**src/acp_serial_port.sv**
```systemverilog
// serial command port and conversion timing of the converter

package acp_pkg;
  localparam int         BIT_START   = 7;       // start conversion
  localparam int         BIT_MODE    = 6;       // 1: 50 Hz, 0: 60 Hz
  localparam int         BIT_SLEEP   = 5;       // sleep request
  localparam int         BIT_RZERO   = 4;       // read zero
  localparam int         BIT_RS0     = 2;       // readback_sel_lo
  localparam int         BIT_RS1     = 1;       // readback_sel_hi
  localparam int         BIT_DEST    = 0;       // 0: cmd0, 1: cmd1
  localparam int         USER_LSB    = 4;       // cmd1 user outputs lsb
  localparam int         INTEG_60    = 545;     // 60 Hz integrate count
  localparam int         INTEG_50    = 655;     // 50 Hz integrate count
  localparam int         OSC_HZ      = 32768;   // nominal oscillator
  localparam int         CONV_RATE   = 16;      // conversions per second
  localparam int         CONV_PERIOD = OSC_HZ / CONV_RATE;
  localparam int         CNT_W       = 12;      // conversion counter
  localparam logic [3:0] FRAME_BITS  = 4'h8;    // bits in a frame
  localparam logic [1:0] SEL_OUT0    = 2'h0;    // result bits 10..3
  localparam logic [1:0] SEL_OUT1    = 2'h1;    // result bits 18..11
  localparam logic [1:0] SEL_STAT    = 2'h2;    // status register
  localparam logic [7:0] INVALID_OUT = 8'h00;   // reads of code 3
  localparam logic [7:0] CMD0_RST    = 8'h00;   // cmd0 after reset
  localparam logic [3:0] USER_RST    = 4'h0;    // user outputs at reset
  localparam logic [3:0] SYNC_RST    = 4'h9;    // idle pins: osc, cs high
  typedef enum logic [2:0] {
    ACP_IDLE  = 3'h1,  // waiting for start
    ACP_INTEG = 3'h2,  // integrating input
    ACP_DEINT = 3'h4   // deintegrating reference
  } acp_state_t;
endpackage : acp_pkg

`timescale 1ns/100ps
module acp_serial_port #(
  parameter int INTEG_60_CNT = acp_pkg::INTEG_60,    // 60 Hz count
  parameter int INTEG_50_CNT = acp_pkg::INTEG_50,    // 50 Hz count
  parameter int CONV_CNT     = acp_pkg::CONV_PERIOD, // osc per conversion
  parameter int FIFO_DEPTH   = 8                     // command fifo depth
) (
  input  wire logic        clk,
  input  wire logic        rst,
  input  wire logic        cs_n,           // chip select pin
  input  wire logic        sclk,           // serial clock pin
  input  wire logic        din,            // serial data in pin
  input  wire logic        osc_input,      // conversion oscillator pin
  input  wire logic [18:0] conv_data,      // result magnitude at end
  input  wire logic        conv_negative,  // result polarity at end
  output logic             dout,           // serial data out
  output logic             dout_oe,        // drive enable for dout
  output logic             eoc,            // end of conversion
  output logic [3:0]       user_out,       // programmed outputs
  output logic             integrating,    // integrate phase active
  output logic             sleep_mode      // sleep bit of cmd0
);
  localparam int CW = acp_pkg::CNT_W;

  // elaboration check on counts
  if (CONV_CNT >= (1 << CW) || INTEG_50_CNT >= CONV_CNT ||
      INTEG_60_CNT >= CONV_CNT || INTEG_60_CNT < 1)
    $error("acp_serial_port conversion counts out of range");

  //////////////////////////////////////////////////////////////////////////
  // pin synchronisers and edge detect
  logic [3:0] sync1_reg;  // first stage: cs, sclk, din, osc
  logic [3:0] sync2_reg;  // second stage
  logic [3:0] prev_reg;   // previous second stage

  // two flops, then one for edges; reset to the idle pin levels so
  // that no false sclk edge follows reset
  always_ff @(posedge clk)
  begin
    if (rst)
    begin
      sync1_reg <= acp_pkg::SYNC_RST;
      sync2_reg <= acp_pkg::SYNC_RST;
      prev_reg  <= acp_pkg::SYNC_RST;
    end
    else
    begin
      sync1_reg <= {osc_input, din, sclk, cs_n};
      sync2_reg <= sync1_reg;
      prev_reg  <= sync2_reg;
    end
  end

  wire cs_s      = sync2_reg[0];                 // synced chip select
  wire din_s     = sync2_reg[2];                 // synced data in
  wire cs_fall   = prev_reg[0] && !sync2_reg[0]; // frame opens
  wire cs_rise   = !prev_reg[0] && sync2_reg[0]; // frame closes
  wire sclk_rise = !prev_reg[1] && sync2_reg[1] && !cs_s;
  wire sclk_fall = prev_reg[1] && !sync2_reg[1] && !cs_s;
  wire osc_rise  = !prev_reg[3] && sync2_reg[3]; // one osc period tick

  //////////////////////////////////////////////////////////////////////////
  // receive shifter and bit counter
  logic [7:0] rx_shift_reg;  // incoming command byte
  logic [3:0] bit_cnt_reg;   // bits seen, saturates above eight

  // capture din on sclk rise, msb arrives first
  always_ff @(posedge clk)
  begin
    if (rst)
    begin
      rx_shift_reg <= 8'h00;
      bit_cnt_reg  <= 4'h0;
    end
    else if (cs_fall)
      bit_cnt_reg <= 4'h0;
    else if (sclk_rise)
    begin
      rx_shift_reg <= {rx_shift_reg[6:0], din_s};
      if (bit_cnt_reg <= acp_pkg::FRAME_BITS)
        bit_cnt_reg <= bit_cnt_reg + 4'h1;
    end
  end

  // short or long frames are dropped
  wire       frame_ok = bit_cnt_reg == acp_pkg::FRAME_BITS;
  wire       fifo_in_valid = cs_rise && frame_ok;
  wire       fifo_in_ready;
  wire       fifo_out_valid;
  wire [7:0] fifo_out_data;
  logic      start_reg;                    // start waiting for engine
  wire       fifo_out_ready = !start_reg;  // stall while start pending
  wire       cmd_fire = fifo_out_valid && fifo_out_ready;

  // command bytes pass through the fifo in order
  acp_fifo #(
    .WIDTH (8),
    .DEPTH (FIFO_DEPTH)
  ) u_cmd_fifo (
    .clk       (clk),
    .rst       (rst),
    .in_valid  (fifo_in_valid),
    .in_ready  (fifo_in_ready),
    .in_data   (rx_shift_reg),
    .out_valid (fifo_out_valid),
    .out_ready (fifo_out_ready),
    .out_data  (fifo_out_data)
  );

  //////////////////////////////////////////////////////////////////////////
  // command registers
  logic [7:0] cmd0_reg;      // mode, sleep, select, start
  logic [3:0] user_out_reg;  // cmd1 user outputs
  logic       collision_reg; // byte lost to a full fifo

  wire to_cmd1 = fifo_out_data[acp_pkg::BIT_DEST];

  // apply one command per drained byte
  always_ff @(posedge clk)
  begin
    if (rst)
    begin
      cmd0_reg     <= acp_pkg::CMD0_RST;
      user_out_reg <= acp_pkg::USER_RST;
    end
    else if (cmd_fire && to_cmd1)
      user_out_reg <= fifo_out_data[7:acp_pkg::USER_LSB];
    else if (cmd_fire)
      cmd0_reg <= fifo_out_data;
  end

  //////////////////////////////////////////////////////////////////////////
  // conversion engine
  acp_pkg::acp_state_t state_reg;  // engine state
  acp_pkg::acp_state_t state_next;
  logic [CW-1:0]       cnt_reg;    // oscillator periods in conversion
  logic [18:0]         result_reg; // last result
  logic                neg_reg;    // last polarity
  logic                eoc_reg;    // conversion finished

  // 50 Hz or 60 Hz integrate length
  wire [CW-1:0] integ_len = cmd0_reg[acp_pkg::BIT_MODE] ?
                            CW'(INTEG_50_CNT) : CW'(INTEG_60_CNT);
  wire integ_done = osc_rise && cnt_reg == integ_len;
  wire conv_done  = osc_rise && cnt_reg == CW'(CONV_CNT - 1);
  wire conv_go    = start_reg && osc_rise;

  // next state
  always_comb
  begin
    state_next = state_reg;
    case (state_reg)
      acp_pkg::ACP_IDLE:
        if (conv_go)
          state_next = acp_pkg::ACP_INTEG;
      acp_pkg::ACP_INTEG:
        if (integ_done)
          state_next = acp_pkg::ACP_DEINT;
      acp_pkg::ACP_DEINT:
        if (conv_done)
          state_next = acp_pkg::ACP_IDLE;
      default:
        state_next = acp_pkg::ACP_IDLE;
    endcase
  end

  // state, counter and start flag; start taken only when idle
  always_ff @(posedge clk)
  begin
    if (rst)
    begin
      state_reg <= acp_pkg::ACP_IDLE;
      cnt_reg   <= '0;
      start_reg <= 1'b0;
    end
    else
    begin
      state_reg <= state_next;
      if (state_reg == acp_pkg::ACP_IDLE && conv_go)
      begin
        cnt_reg   <= CW'(1);
        start_reg <= 1'b0;
      end
      else if (cmd_fire && !to_cmd1 && fifo_out_data[acp_pkg::BIT_START])
        start_reg <= 1'b1;
      if (state_reg != acp_pkg::ACP_IDLE && osc_rise)
        cnt_reg <= conv_done ? '0 : cnt_reg + 1'b1;
    end
  end

  // result capture and end flag
  always_ff @(posedge clk)
  begin
    if (rst)
    begin
      result_reg <= '0;
      neg_reg    <= 1'b0;
      eoc_reg    <= 1'b0;
    end
    else if (state_reg == acp_pkg::ACP_DEINT && conv_done)
    begin
      result_reg <= conv_data;
      neg_reg    <= conv_negative;
      eoc_reg    <= 1'b1;
    end
    else if (state_reg == acp_pkg::ACP_IDLE && conv_go)
      eoc_reg <= 1'b0;
  end

  //////////////////////////////////////////////////////////////////////////
  // output selection and transmit shifter
  wire [1:0] out_sel = {cmd0_reg[acp_pkg::BIT_RS1],
                        cmd0_reg[acp_pkg::BIT_RS0]};
  wire [7:0] status_byte = {collision_reg, eoc_reg,
                            state_reg == acp_pkg::ACP_INTEG,
                            cmd0_reg[acp_pkg::BIT_SLEEP], neg_reg,
                            result_reg[2:0]};
  wire [7:0] sel_byte =
    (out_sel == acp_pkg::SEL_OUT0) ? result_reg[10:3]  :
    (out_sel == acp_pkg::SEL_OUT1) ? result_reg[18:11] :
    (out_sel == acp_pkg::SEL_STAT) ? status_byte       :
                                     acp_pkg::INVALID_OUT;
  wire stat_read = cs_fall && out_sel == acp_pkg::SEL_STAT;

  // collision: set wins over the clear by a status read
  always_ff @(posedge clk)
  begin
    if (rst)
      collision_reg <= 1'b0;
    else if (fifo_in_valid && !fifo_in_ready)
      collision_reg <= 1'b1;
    else if (stat_read)
      collision_reg <= 1'b0;
  end

  logic [7:0] tx_shift_reg;  // outgoing byte
  logic       dout_reg;      // dout pin value
  logic       dout_oe_reg;   // dout drive enable

  // load on cs fall, shift on sclk fall, msb first
  always_ff @(posedge clk)
  begin
    if (rst)
    begin
      tx_shift_reg <= 8'h00;
      dout_reg     <= 1'b0;
      dout_oe_reg  <= 1'b0;
    end
    else if (cs_fall)
    begin
      tx_shift_reg <= sel_byte;
      dout_reg     <= sel_byte[7];
      dout_oe_reg  <= 1'b1;
    end
    else if (cs_rise)
      dout_oe_reg <= 1'b0;
    else if (sclk_fall)
    begin
      tx_shift_reg <= {tx_shift_reg[6:0], 1'b0};
      dout_reg     <= tx_shift_reg[6];
    end
  end

  // registered status outputs
  logic integ_out_reg;  // integrate phase flag
  logic sleep_out_reg;  // sleep flag
  always_ff @(posedge clk)
  begin
    if (rst)
    begin
      integ_out_reg <= 1'b0;
      sleep_out_reg <= 1'b0;
    end
    else
    begin
      integ_out_reg <= state_next == acp_pkg::ACP_INTEG;
      sleep_out_reg <= cmd0_reg[acp_pkg::BIT_SLEEP];
    end
  end

  assign dout        = dout_reg;
  assign dout_oe     = dout_oe_reg;
  assign eoc         = eoc_reg;
  assign user_out    = user_out_reg;
  assign integrating = integ_out_reg;
  assign sleep_mode  = sleep_out_reg;

  //////////////////////////////////////////////////////////////////////////
  // checks
  AST_PUSH_EIGHT: assert property (@(posedge clk) disable iff (rst)
    cs_rise && bit_cnt_reg != acp_pkg::FRAME_BITS
    |=> $stable(u_cmd_fifo.wr_ptr_reg))
    else $error("frame without eight bits accepted");
  AST_SHIFT_IN: assert property (@(posedge clk) disable iff (rst)
    sclk_rise && !cs_fall |=> rx_shift_reg[0] == $past(din_s))
    else $error("din not captured on sclk rise");
  AST_DOUT_LOAD: assert property (@(posedge clk) disable iff (rst)
    cs_fall |=> dout_oe && dout == $past(sel_byte[7]))
    else $error("output byte not loaded at cs fall");
  AST_DOUT_SHIFT: assert property (@(posedge clk) disable iff (rst)
    sclk_fall && !cs_fall && !cs_rise |=> dout == $past(tx_shift_reg[6]))
    else $error("dout did not advance on sclk fall");
  AST_OE_OFF: assert property (@(posedge clk) disable iff (rst)
    cs_s && $past(cs_s) |-> !dout_oe)
    else $error("dout driven while cs high");
  AST_CMD0_LOAD: assert property (@(posedge clk) disable iff (rst)
    cmd_fire && !to_cmd1 |=> cmd0_reg == $past(fifo_out_data))
    else $error("cmd0 not loaded from byte with lsb 0");
  AST_CMD1_LOAD: assert property (@(posedge clk) disable iff (rst)
    cmd_fire && to_cmd1 |=> user_out == $past(fifo_out_data[7:4]) &&
    $stable(cmd0_reg))
    else $error("cmd1 byte mishandled");
  AST_INTEG_LEN: assert property (@(posedge clk) disable iff (rst)
    state_reg == acp_pkg::ACP_INTEG && integ_done
    |=> state_reg == acp_pkg::ACP_DEINT)
    else $error("integrate phase length wrong");
  AST_START_CONV: assert property (@(posedge clk) disable iff (rst)
    state_reg == acp_pkg::ACP_IDLE && conv_go
    |=> state_reg == acp_pkg::ACP_INTEG && !start_reg && !eoc)
    else $error("start did not begin a conversion");
  AST_EOC_END: assert property (@(posedge clk) disable iff (rst)
    state_reg == acp_pkg::ACP_DEINT && conv_done
    |=> eoc && state_reg == acp_pkg::ACP_IDLE)
    else $error("conversion end not flagged");
endmodule : acp_serial_port

```
**src/acp_fifo.sv**
```systemverilog
// small synchronous fifo with valid/ready on both sides
`timescale 1ns/100ps
module acp_fifo #(
  parameter int WIDTH = 8,  // word width
  parameter int DEPTH = 8   // number of words, power of two
) (
  input  wire logic             clk,
  input  wire logic             rst,
  input  wire logic             in_valid,
  output logic                  in_ready,
  input  wire logic [WIDTH-1:0] in_data,
  output logic                  out_valid,
  input  wire logic             out_ready,
  output logic [WIDTH-1:0]      out_data
);
  localparam int AW = $clog2(DEPTH);  // pointer width without the wrap bit

  // elaboration check on the depth
  if (DEPTH < 2 || (1 << AW) != DEPTH)
    $error("acp_fifo depth must be a power of two of at least two");

  logic [WIDTH-1:0] mem_reg [DEPTH];  // storage array
  logic [AW:0]      wr_ptr_reg;       // write pointer with wrap bit
  logic [AW:0]      rd_ptr_reg;       // read pointer with wrap bit
  logic             push;             // word accepted
  logic             pop;              // word delivered

  // full when pointers differ only in the wrap bit
  assign in_ready  = (wr_ptr_reg ^ rd_ptr_reg) != {1'b1, {AW{1'b0}}};
  assign out_valid = wr_ptr_reg != rd_ptr_reg;
  assign out_data  = mem_reg[rd_ptr_reg[AW-1:0]];
  assign push      = in_valid && in_ready;
  assign pop       = out_valid && out_ready;

  // storage write, no reset needed
  always_ff @(posedge clk)
  begin
    if (push)
      mem_reg[wr_ptr_reg[AW-1:0]] <= in_data;
  end

  // pointer update
  always_ff @(posedge clk)
  begin
    if (rst)
    begin
      wr_ptr_reg <= '0;
      rd_ptr_reg <= '0;
    end
    else
    begin
      if (push)
        wr_ptr_reg <= wr_ptr_reg + 1'b1;
      if (pop)
        rd_ptr_reg <= rd_ptr_reg + 1'b1;
    end
  end
endmodule : acp_fifo

```
**config.mk**
```make
export PLATFORM = sky130hd
export DESIGN_NAME = acp_serial_port
export DESIGN_NICKNAME = d
export VERILOG_FILES = /design/src/acp_serial_port.sv /design/src/acp_fifo.sv
export SDC_FILE = /design/constraint.sdc
export NUM_CORES = 1
export LEC_CHECK = 0
export BUFFER_PORTS_ARGS = -buffer_cell sky130_fd_sc_hd__buf_2
export CAP_MARGIN = 25
export CORE_MARGIN = 2
export CORE_UTILIZATION = 61
export CTS_BUF_LIST = sky130_fd_sc_hd__clkbuf_4 sky130_fd_sc_hd__clkbuf_8 sky130_fd_sc_hd__clkbuf_16
export DETAILED_ROUTE_END_ITERATION = 8
export GPL_TIMING_DRIVEN = 0
export PLACE_DENSITY = 0.8
export REMOVE_ABC_BUFFERS = 1
export SLEW_MARGIN = 10
export SYNTH_ARGS = -nofsm -noshare
export SYNTH_HDL_FRONTEND = slang
export SYNTH_HIERARCHICAL = 1
export SYNTH_SLANG_ARGS = --single-unit
```
**constraint.sdc**
```tcl
create_clock -name clk -period 3.6 [get_ports clk]
set_clock_uncertainty 0.1 [all_clocks]
set_input_delay 0.18 -clock clk [delete_from_list [all_inputs] [get_ports clk]]
set_output_delay 0.18 -clock clk [all_outputs]
set_load 0.1 [all_outputs]
```
==> results of run 1 <==
per-layer routing:
layer	up-vias	routed length, um	part of all wire (%)
met5	-	0	0
met4	0	450	3.2
met3	47	725	5.1
met2	163	7200	51
met1	2267	5800	41
li1	2170	-	-
report_power, final:
group | internal [uW] | total, uW | switching (uW)
sequential | 1740 | 1790 | 46.7
clock | 925 | 1570 | 641
combinational | 199 | 414 | 215
metrics by stage:
stage	worst slack, ps	power [uW]	std cells
after floorplan	883	2090	537
after global placement	414	2170	707
after detailed placement	333	2180	714
after CTS	264	3760	779
after global routing	272	3890	780
final	411	3770	780
cell usage in the layout (no fill, tap or decap), drive strengths merged, types with 15 or more instances in the layout:
| cell | count |
|---|---|
| dfxtp | 91 |
| dlygate4sd3 | 33 |
| nor2 | 49 |
| clkbuf | 20 |
| a21oi | 55 |
| nor2b | 15 |
| edfxtp | 56 |
| buf | 42 |
| nand2 | 77 |
| mux2i | 22 |
area by class of cell:
class	instances	share of cell area, %
inverter	9	0.455
multi-input combinational	381	35.0
clock buffer	20	5.88
clock inverter	12	1.23
tap	136	2.29
sequential	147	47.2
timing repair buffer	75	8.02
critical path, cell delays in order (launching register included):
cell           delay (ps)
dfxtp_1               440
ha_1                  260
nand3_2               170
nor4_4                600
nand3_2               510
nand2_1               270
a21oi_1               110
dlygate4sd3_1         600
worst paths after layout:
kind | from | end | slack, ps | cells after the start
max | cnt_reg[1] | result_reg[6] | 410 | 7
min | osc_input | sync1_reg[3] | 270 | 3
max reg2reg | cnt_reg[1] | result_reg[6] | 410 | 7
min reg2reg | sync1_reg[0] | sync2_reg[0] | 310 | 1
timing repair:
| item | CTS | global route |
|---|---|---|
| hold endpoints to repair | 31 | 0 |
| resized for setup | 0 | 1 |
| setup endpoints to repair | 0 | 3 |
| hold buffers | 33 | 0 |
==> results.md, run 1 <==
- Residual DRC count: 0
- Syn. warnings: 6
- FMAX: 314 MHz
- Met3 Use GR: 6.62%
- Period utilisation layout: 88.6%
- Worst-path clk slew: 60 ps
- CTS Buf Count: 17
- Vias in the first global route: 4632
- Post-route ant nets: 0
- Clock Path Buffers: 2
- Status: completed
- Final Hold Slack: 273 ps
- Via Count: 4647
- # setup viols final: 0
- Peak VDD IR: 0.000408 V
- Post-Route Utilization: 73.3%
- Post-synthesis cell area: 6270 sq um
- Power per cell area: 508 nW/um^2
- Global-route wire length before repair: 22700 um
- Setup crit start kind: flip-flop
- Setup TNS: 0 ps
- Relative slew slack: 28.5%
- Max-Cap Viols: 0
- Final #Nets: 664
- WL/cell: 18.2 um
- RD Place Congestion: 0.864
- Cell Rows: 37
- Clk sink count: 147
- GRT Total Usage: 26.5%
- Crit end category: flip-flop
- Vias per cell: 5.96
- TritonCTS clock tree: done
- Synthesized area per cell: 11.0 sq um
- GR Overflow Total: 0
- WP data required: 3910 ps
- HP Class: in -> reg
- Layout area overhead: 18.4%
- Max FFs per register: 56
- Top-Level Pins: 35
- IO Port Bufs: 34
- Die W: 105 um
- Largest net degree at the start of global routing: 53
- ANT cells: 0
- Initial Util: 61.9%
- Post-Syn Instances: 570
- Crit Path Class: reg -> reg
- Period minus WS final: 3190 ps
- DP HPWL: 8290 um
- Fillers: 621
- GR Util met1: 32.9%
- Clock Latency Late Sink: 530 ps
- Post-place instance area: 6540 sq um
- CP max FO: 21
- Multi-input logic area: 2600 sq um
- Register area: 3500 sq um
- Final Hold Viols: 0
- Final WL: 14200 um
- Unrepaired setup endpoints after global routing: no
- Worst-Margin Slew: 1070 ps
- Leakage power: 0.00264 uW
- Die height: 105 um
- Crit path arrival time: 3500 ps
- Antenna violations before repair: 0
- Max Slew Vio Count: 0
- Most Crowded Layer GR: met2
- DR pass1 iterations: 6
- DIE AREA: 11100 sq um
- Postcts setup bufs: 0
- H-tree depth: 4
- Layout cells sized above 1: 18.3%
- M2 GR Usage: 44.7%
- Core area: 10100 sq um
- Clk root buf: clkbuf_8
- Initial DRC count: 312
- Design area: 7430 sq um
(Power assumes the default switching activity.)
==> inputs of run 2 (changes only) <==
--- a/config.mk
+++ b/config.mk
@@ -9,2 +9,3 @@
 export CAP_MARGIN = 25
+export CORE_ASPECT_RATIO = 2
 export CORE_MARGIN = 2
==> constraint.sdc (replaced) <==
create_clock -name clk -period 3.6 [get_ports clk]
set_clock_uncertainty 0.1 [all_clocks]
set_input_delay 0.54 -clock clk [delete_from_list [all_inputs] [get_ports clk]]
set_output_delay 0.54 -clock clk [all_outputs]
set_load 0.1 [all_outputs]
==> run 2 against run 1 <==
Net effect:
- die area rose by 0.44%
- clock power up 17%
- final area shrank 3.4%
- largest cell class unchanged
- total power increased by 6.0%
- worst setup slack better by 370 ps
- first-iteration DRC count shrank 21%
- via count shrank 6.2%
- highest routed layer unchanged
- critical path type unchanged
- sequential cell count unchanged
==> results.md, run 2 (same netlist as run 1, synthesis figures left out) <==
- RD Place Congestion: 0.819
- H-tree depth: 4
- Crit Path Class: reg -> reg
- Net Switching: 918 uW
- Layout cells sized above 1: 19.4%
- Die height: 147 um
- Period minus WS final: 2820 ps
- CTS Buf Count: 17
- Gate power share: 9.3%
- TritonCTS clock tree: done
- Total Power: 4000 uW
- Die W: 75.7 um
- Internal: 3080 uW
- Reg2reg path depth: 6
- Top-Level Pins: 35
- Ordered cell list for the critical path: ha_1, nand3_2, nor4_4, nand3_1, nand2_1, a21oi_1
- # setup viols final: 0
- Core area: 10100 sq um
- Crit path arrival time: 3000 ps
- Most frequent cells in the layout: 91 x dfxtp_1, 77 x nand2_1, 56 x edfxtp_1, 55 x a21oi_1, 48 x nor2_1
- Hold-critical path endpoint: sync1_reg[3]
- Relative slew slack: 39.8%
- Max-Cap Viols: 0
- GR Overflow Total: 0
- Status: completed
- Clk sink count: 147
- Vias in the first global route: 4235
- Clock Latency Late Sink: 420 ps
- R2r startpoint: cnt_reg[1]
- Max FFs per register: 56
- Switching Fraction: 23.0%
- Post-route ant nets: 0
- Reg2Reg Setup Slack: 780 ps
- WP data required: 3790 ps
- Cell Rows: 52
- Hold bufs inserted after CTS: 0
- Critical-path top delay cell: nand3_1
- Via Count: 4358
- Layout area overhead: 14.4%
- Commonest non-fill, non-tap cell in the layout: dfxtp_1
- Postcts setup bufs: 0
- Cells after DPL: 714
- Leakage power: 0.00253 uW
- Final Hold Viols: 0
- Unrepaired setup endpoints after global routing: no
- Critical Path Max Stage Delay: 680 ps
- Hold_sp: osc_input
- Setup TNS: 0 ps
- Clk root buf: clkbuf_16
- Peak VDD IR: 0.000614 V
- CP max FO: 21
- Top delay family on crit path: simple AND/OR/NAND/NOR gates
- Fillers: 696
- Clock share of power: 45.9%
- Crit end category: flip-flop
- Final #Nets: 632
- Max Slew Vio Count: 0
- ANT cells: 0
- DR pass1 iterations: 4
- Flop pwr share: 44.8%
- IO Port Bufs: 34
- Clock Path Buffers: 2
- Global-route wire length before repair: 19900 um
- Worst-path clk slew: 60 ps
- GRT Total Usage: 24.0%
- Hold Path Stages: 2
- Period utilisation layout: 78.2%
- Setup crit start kind: flip-flop
- Vias per cell: 5.83
- Final instance count without filler cells: 747
- Largest net degree at the start of global routing: 93
- Final WL: 12600 um
- HP Class: in -> reg
- Antenna violations before repair: 0
- R2R Path End: result_reg[9]
- Initial DRC count: 245
- Power per cell area: 557 nW/um^2
- DIE AREA: 11200 sq um
- FMAX: 355 MHz
- WP buf/inv: 0
- Initial Util: 62.2%
- Residual DRC count: 0
- Worst-Margin Slew: 901 ps
- DP HPWL: 8300 um
- WL/cell: 16.9 um
- CTS-repair resized insts: 0
## run 2: cell types whose count changed in the layout (fill, tap and decap cells not counted), moves of 2 or more
| cell | change |
|---|---|
| buf_4 | -2 |
| bufinv_16 | +3 |
| buf_2 | +3 |
| clkinv_1 | -2 |
| dlygate4sd3_1 | -33 |
| clkbuf_4 | -2 |
## run 2: cell type report
type	count	area (sq um)	area share (%)
Clock inverter	14	186	2.60
Tap cell	135	169	2.35
Inverter	9	33.8	0.471
Timing Repair Buffer	43	260	3.63
Clock buffer	18	433	6.04
Multi-Input combinational cell	381	2590	36.1
Sequential cell	147	3500	48.8
## run 2: worst max-delay path by stage
stage	start	endpoint	slack [ps]	cells after the start
final	cnt_reg[1]	result_reg[9]	780	6
after global routing	cnt_reg[1]	result_reg[9]	550	6
after CTS	flip-flop	cmd0_reg[1]	350	5
after detailed placement	flip-flop	cmd0_reg[2]	350	5
after global placement	flip-flop	cmd0_reg[2]	330	5
after floorplan	flip-flop	cmd0_reg[2]	880	5
## run 2: worst register-to-register path: cells and delay by family (launching register included)
kind            cells  cell delay (ps)
simple gates        4             1760
flops               1              430
fa+ha+maj           1              280
compound gates      1              110
## run 2: power groups by stage
stage | clock, uW | combinational, uW | sequential [uW]
floorplan | 0 | 208 | 1880
detailed placement | 0 | 329 | 1850
global route | 1920 | 397 | 1790
global placement | 0 | 314 | 1850
finish | 1840 | 371 | 1790
CTS | 1860 | 334 | 1820
## run 2: per-stage QoR
stage	utilization [%]	area (sq um)	worst slack (ps)	hold slack, ps
global route	71.1	7170	554	198
global placement	63.9	6440	331	292
detailed placement	64.8	6540	348	300
CTS	71.0	7160	348	193
finish	71.1	7170	784	202
floorplan	-	6110	883	289
## run 2: layer usage
metal	routed length (um)	track usage, %	share of wire, %
met2	7100	42.5	56
met4	318	10.4	2.5
met3	457	6.61	3.6
met5	0	0	0
met1	4720	25.3	37
==> inputs of run 3 (changes only) <==
- clock period: 3.6 -> 2.9 ns (I/O delays scaled with it)
==> run 3 against run 2 <==
Net effect:
- final cell count fell by 0.13%
- count of clock-buffer cells in the layout did not move
- sequential power rose by 26%
- critical path depth rose by 2
- final area barely moved
- core utilization barely moved
- wire length fell by 0.52%
- via count fell by 0.48%
- clock power rose by 24%
- global-route usage did not move
- die area did not move
- critical path type unchanged
- highest routed layer unchanged
==> results.md, run 3 (same netlist as run 1, synthesis figures left out) <==
- Status: completed
- Unrepaired setup endpoints after global routing: no
- CP startpoint: bit_cnt_reg[0]
- Max-Cap Viols: 0
- Gate power share: 8.4%
- Crit path arrival time: 2720 ps
- Flop pwr share: 45.6%
- Clock share of power: 46.0%
- Commonest non-fill, non-tap cell in the layout: dfxtp_1
- Peak VDD IR: 0.000764 V
- Hold_sp: osc_input
- Layout cells sized above 1: 19.8%
- Die W: 75.7 um
- Crit end category: flip-flop
- R2r startpoint: bit_cnt_reg[0]
- Postcts setup bufs: 0
- IO Port Bufs: 34
- FMAX: 371 MHz
- Initial DRC count: 259
- ANT cells: 0
- HP Class: in -> reg
- Design area: 7170 sq um
- Hold Path Stages: 2
- Layout area overhead: 14.3%
- GRT Total Usage: 24.0%
- Fillers: 703
- Global-route wire length before repair: 19900 um
- Most frequent cells in the layout: 90 x dfxtp_1, 77 x nand2_1, 56 x edfxtp_1, 55 x a21oi_1, 48 x nor2_1
- Residual DRC count: 0
- Largest net degree at the start of global routing: 93
- Worst-Margin Slew: 861 ps
- Clk root buf: clkbuf_16
- Final Hold Viols: 0
- CTS-repair resized insts: 1
- Die height: 147 um
- Hold bufs inserted after CTS: 0
- Clk sink count: 147
- WL/cell: 16.8 um
- Max FFs per register: 56
- Final Hold Slack: 98.1 ps
- Reg2Reg Setup Slack: 210 ps
- GR Overflow Total: 0
- Post-route ant nets: 0
- Critical-path top delay cell: nor3_1
- Worst-path clk slew: 60 ps
- Clock Path Buffers: 2
- Power per cell area: 690 nW/um^2
- Leakage power: 0.00252 uW
- Via Count: 4337
- Crit Path Class: reg -> reg
- Post-place instance area: 6540 sq um
- Antenna violations before repair: 0
- Clock Latency Late Sink: 420 ps
- Setup TNS: 0 ps
- Final instance count without filler cells: 746
- CTS Buf Count: 17
- Internal: 3810 uW
- Reg2reg path depth: 8
- Critical Path Max Stage Delay: 490 ps
- DP HPWL: 8300 um
- Initial Util: 62.2%
- Max Slew Vio Count: 0
- Ordered cell list for the critical path: inv_1, ha_1, nand2b_1, nor2_1, inv_1, or3_1, nor3_1, buf_4
- Final #Nets: 631
- Relative slew slack: 42.6%
- Final WL: 12500 um
- WP data required: 2930 ps
- Period utilisation layout: 92.8%
- Switching Fraction: 22.9%
- Net Switching: 1130 uW
- Cell Rows: 52
- Vias per cell: 5.81
- DR pass1 iterations: 4
- Core area: 10100 sq um
- # setup viols final: 0
- CP max FO: 5
- DIE AREA: 11200 sq um
- TritonCTS clock tree: done
- Setup crit start kind: flip-flop
- RD Place Congestion: 0.819
- Period minus WS final: 2690 ps
- Hold-critical path endpoint: sync1_reg[3]
- Post-Route Utilization: 71.1%
- Vias in the first global route: 4235
- Top-Level Pins: 35
- H-tree depth: 4
- R2R Path End: u_cmd_fifo/mem_reg[0][5]
- Cells after DPL: 714
- Most used cell, CP: inv_1
run 3: final cells by class:
type / instances / area, sq um / share of cell area, %
clock buffer: 18 / 433 / 6.04
clock inverter: 14 / 186 / 2.60
inverter: 9 / 33.8 / 0.471
multi-input combinational: 381 / 2600 / 36.2
sequential: 147 / 3500 / 48.9
tap: 135 / 169 / 2.36
timing repair buffer: 42 / 245 / 3.42
run 3: worst max path at each step:
stage / endpoint / slack (ps) / cells after the start
after global routing: u_cmd_fifo/mem_reg[0][5] / 40 / 8
after detailed placement: cmd0_reg[2] / -350 / 5
after floorplan: cmd0_reg[2] / 180 / 5
after global placement: cmd0_reg[2] / -370 / 5
after CTS: cmd0_reg[1] / 3 / 5
final: u_cmd_fifo/mem_reg[0][5] / 210 / 8
run 3: power by group through the flow:
stage          clock [uW]  combinational, uW  sequential (uW)
2_1_floorplan           0                259             2330
3_3_place_gp            0                390             2300
3_5_place_dp            0                408             2300
4_1_cts              2310                414             2260
5_1_grt              2390                442             2270
6_report             2280                416             2250
run 3: metal layers:
metal	part of all wire, %	wire [um]	vias to the layer above	global-route usage, %
li1	-	-	2104	-
met1	38	4720	2115	25.3
met2	56	7030	94	42.5
met3	4.0	502	24	6.61
met4	2.3	282	0	10.4
met5	0	0	-	0
run 3: per-stage QoR:
step                total power (uW)  setup WS [ps]
floorplan                       2590            183
global placement                2690           -369
detailed placement              2710           -352
CTS                             4980           2.70
global route                    5100           44.8
finish                          4950            208
run 3: critical path: cells and delay by family, from the launching register on:
kind / cells / cell delay, ps
AND/OR/NAND/NOR: 4 / 1340
buffers and inverters: 3 / 460
flip-flops: 1 / 350
adder cells (fa/ha/maj): 1 / 140
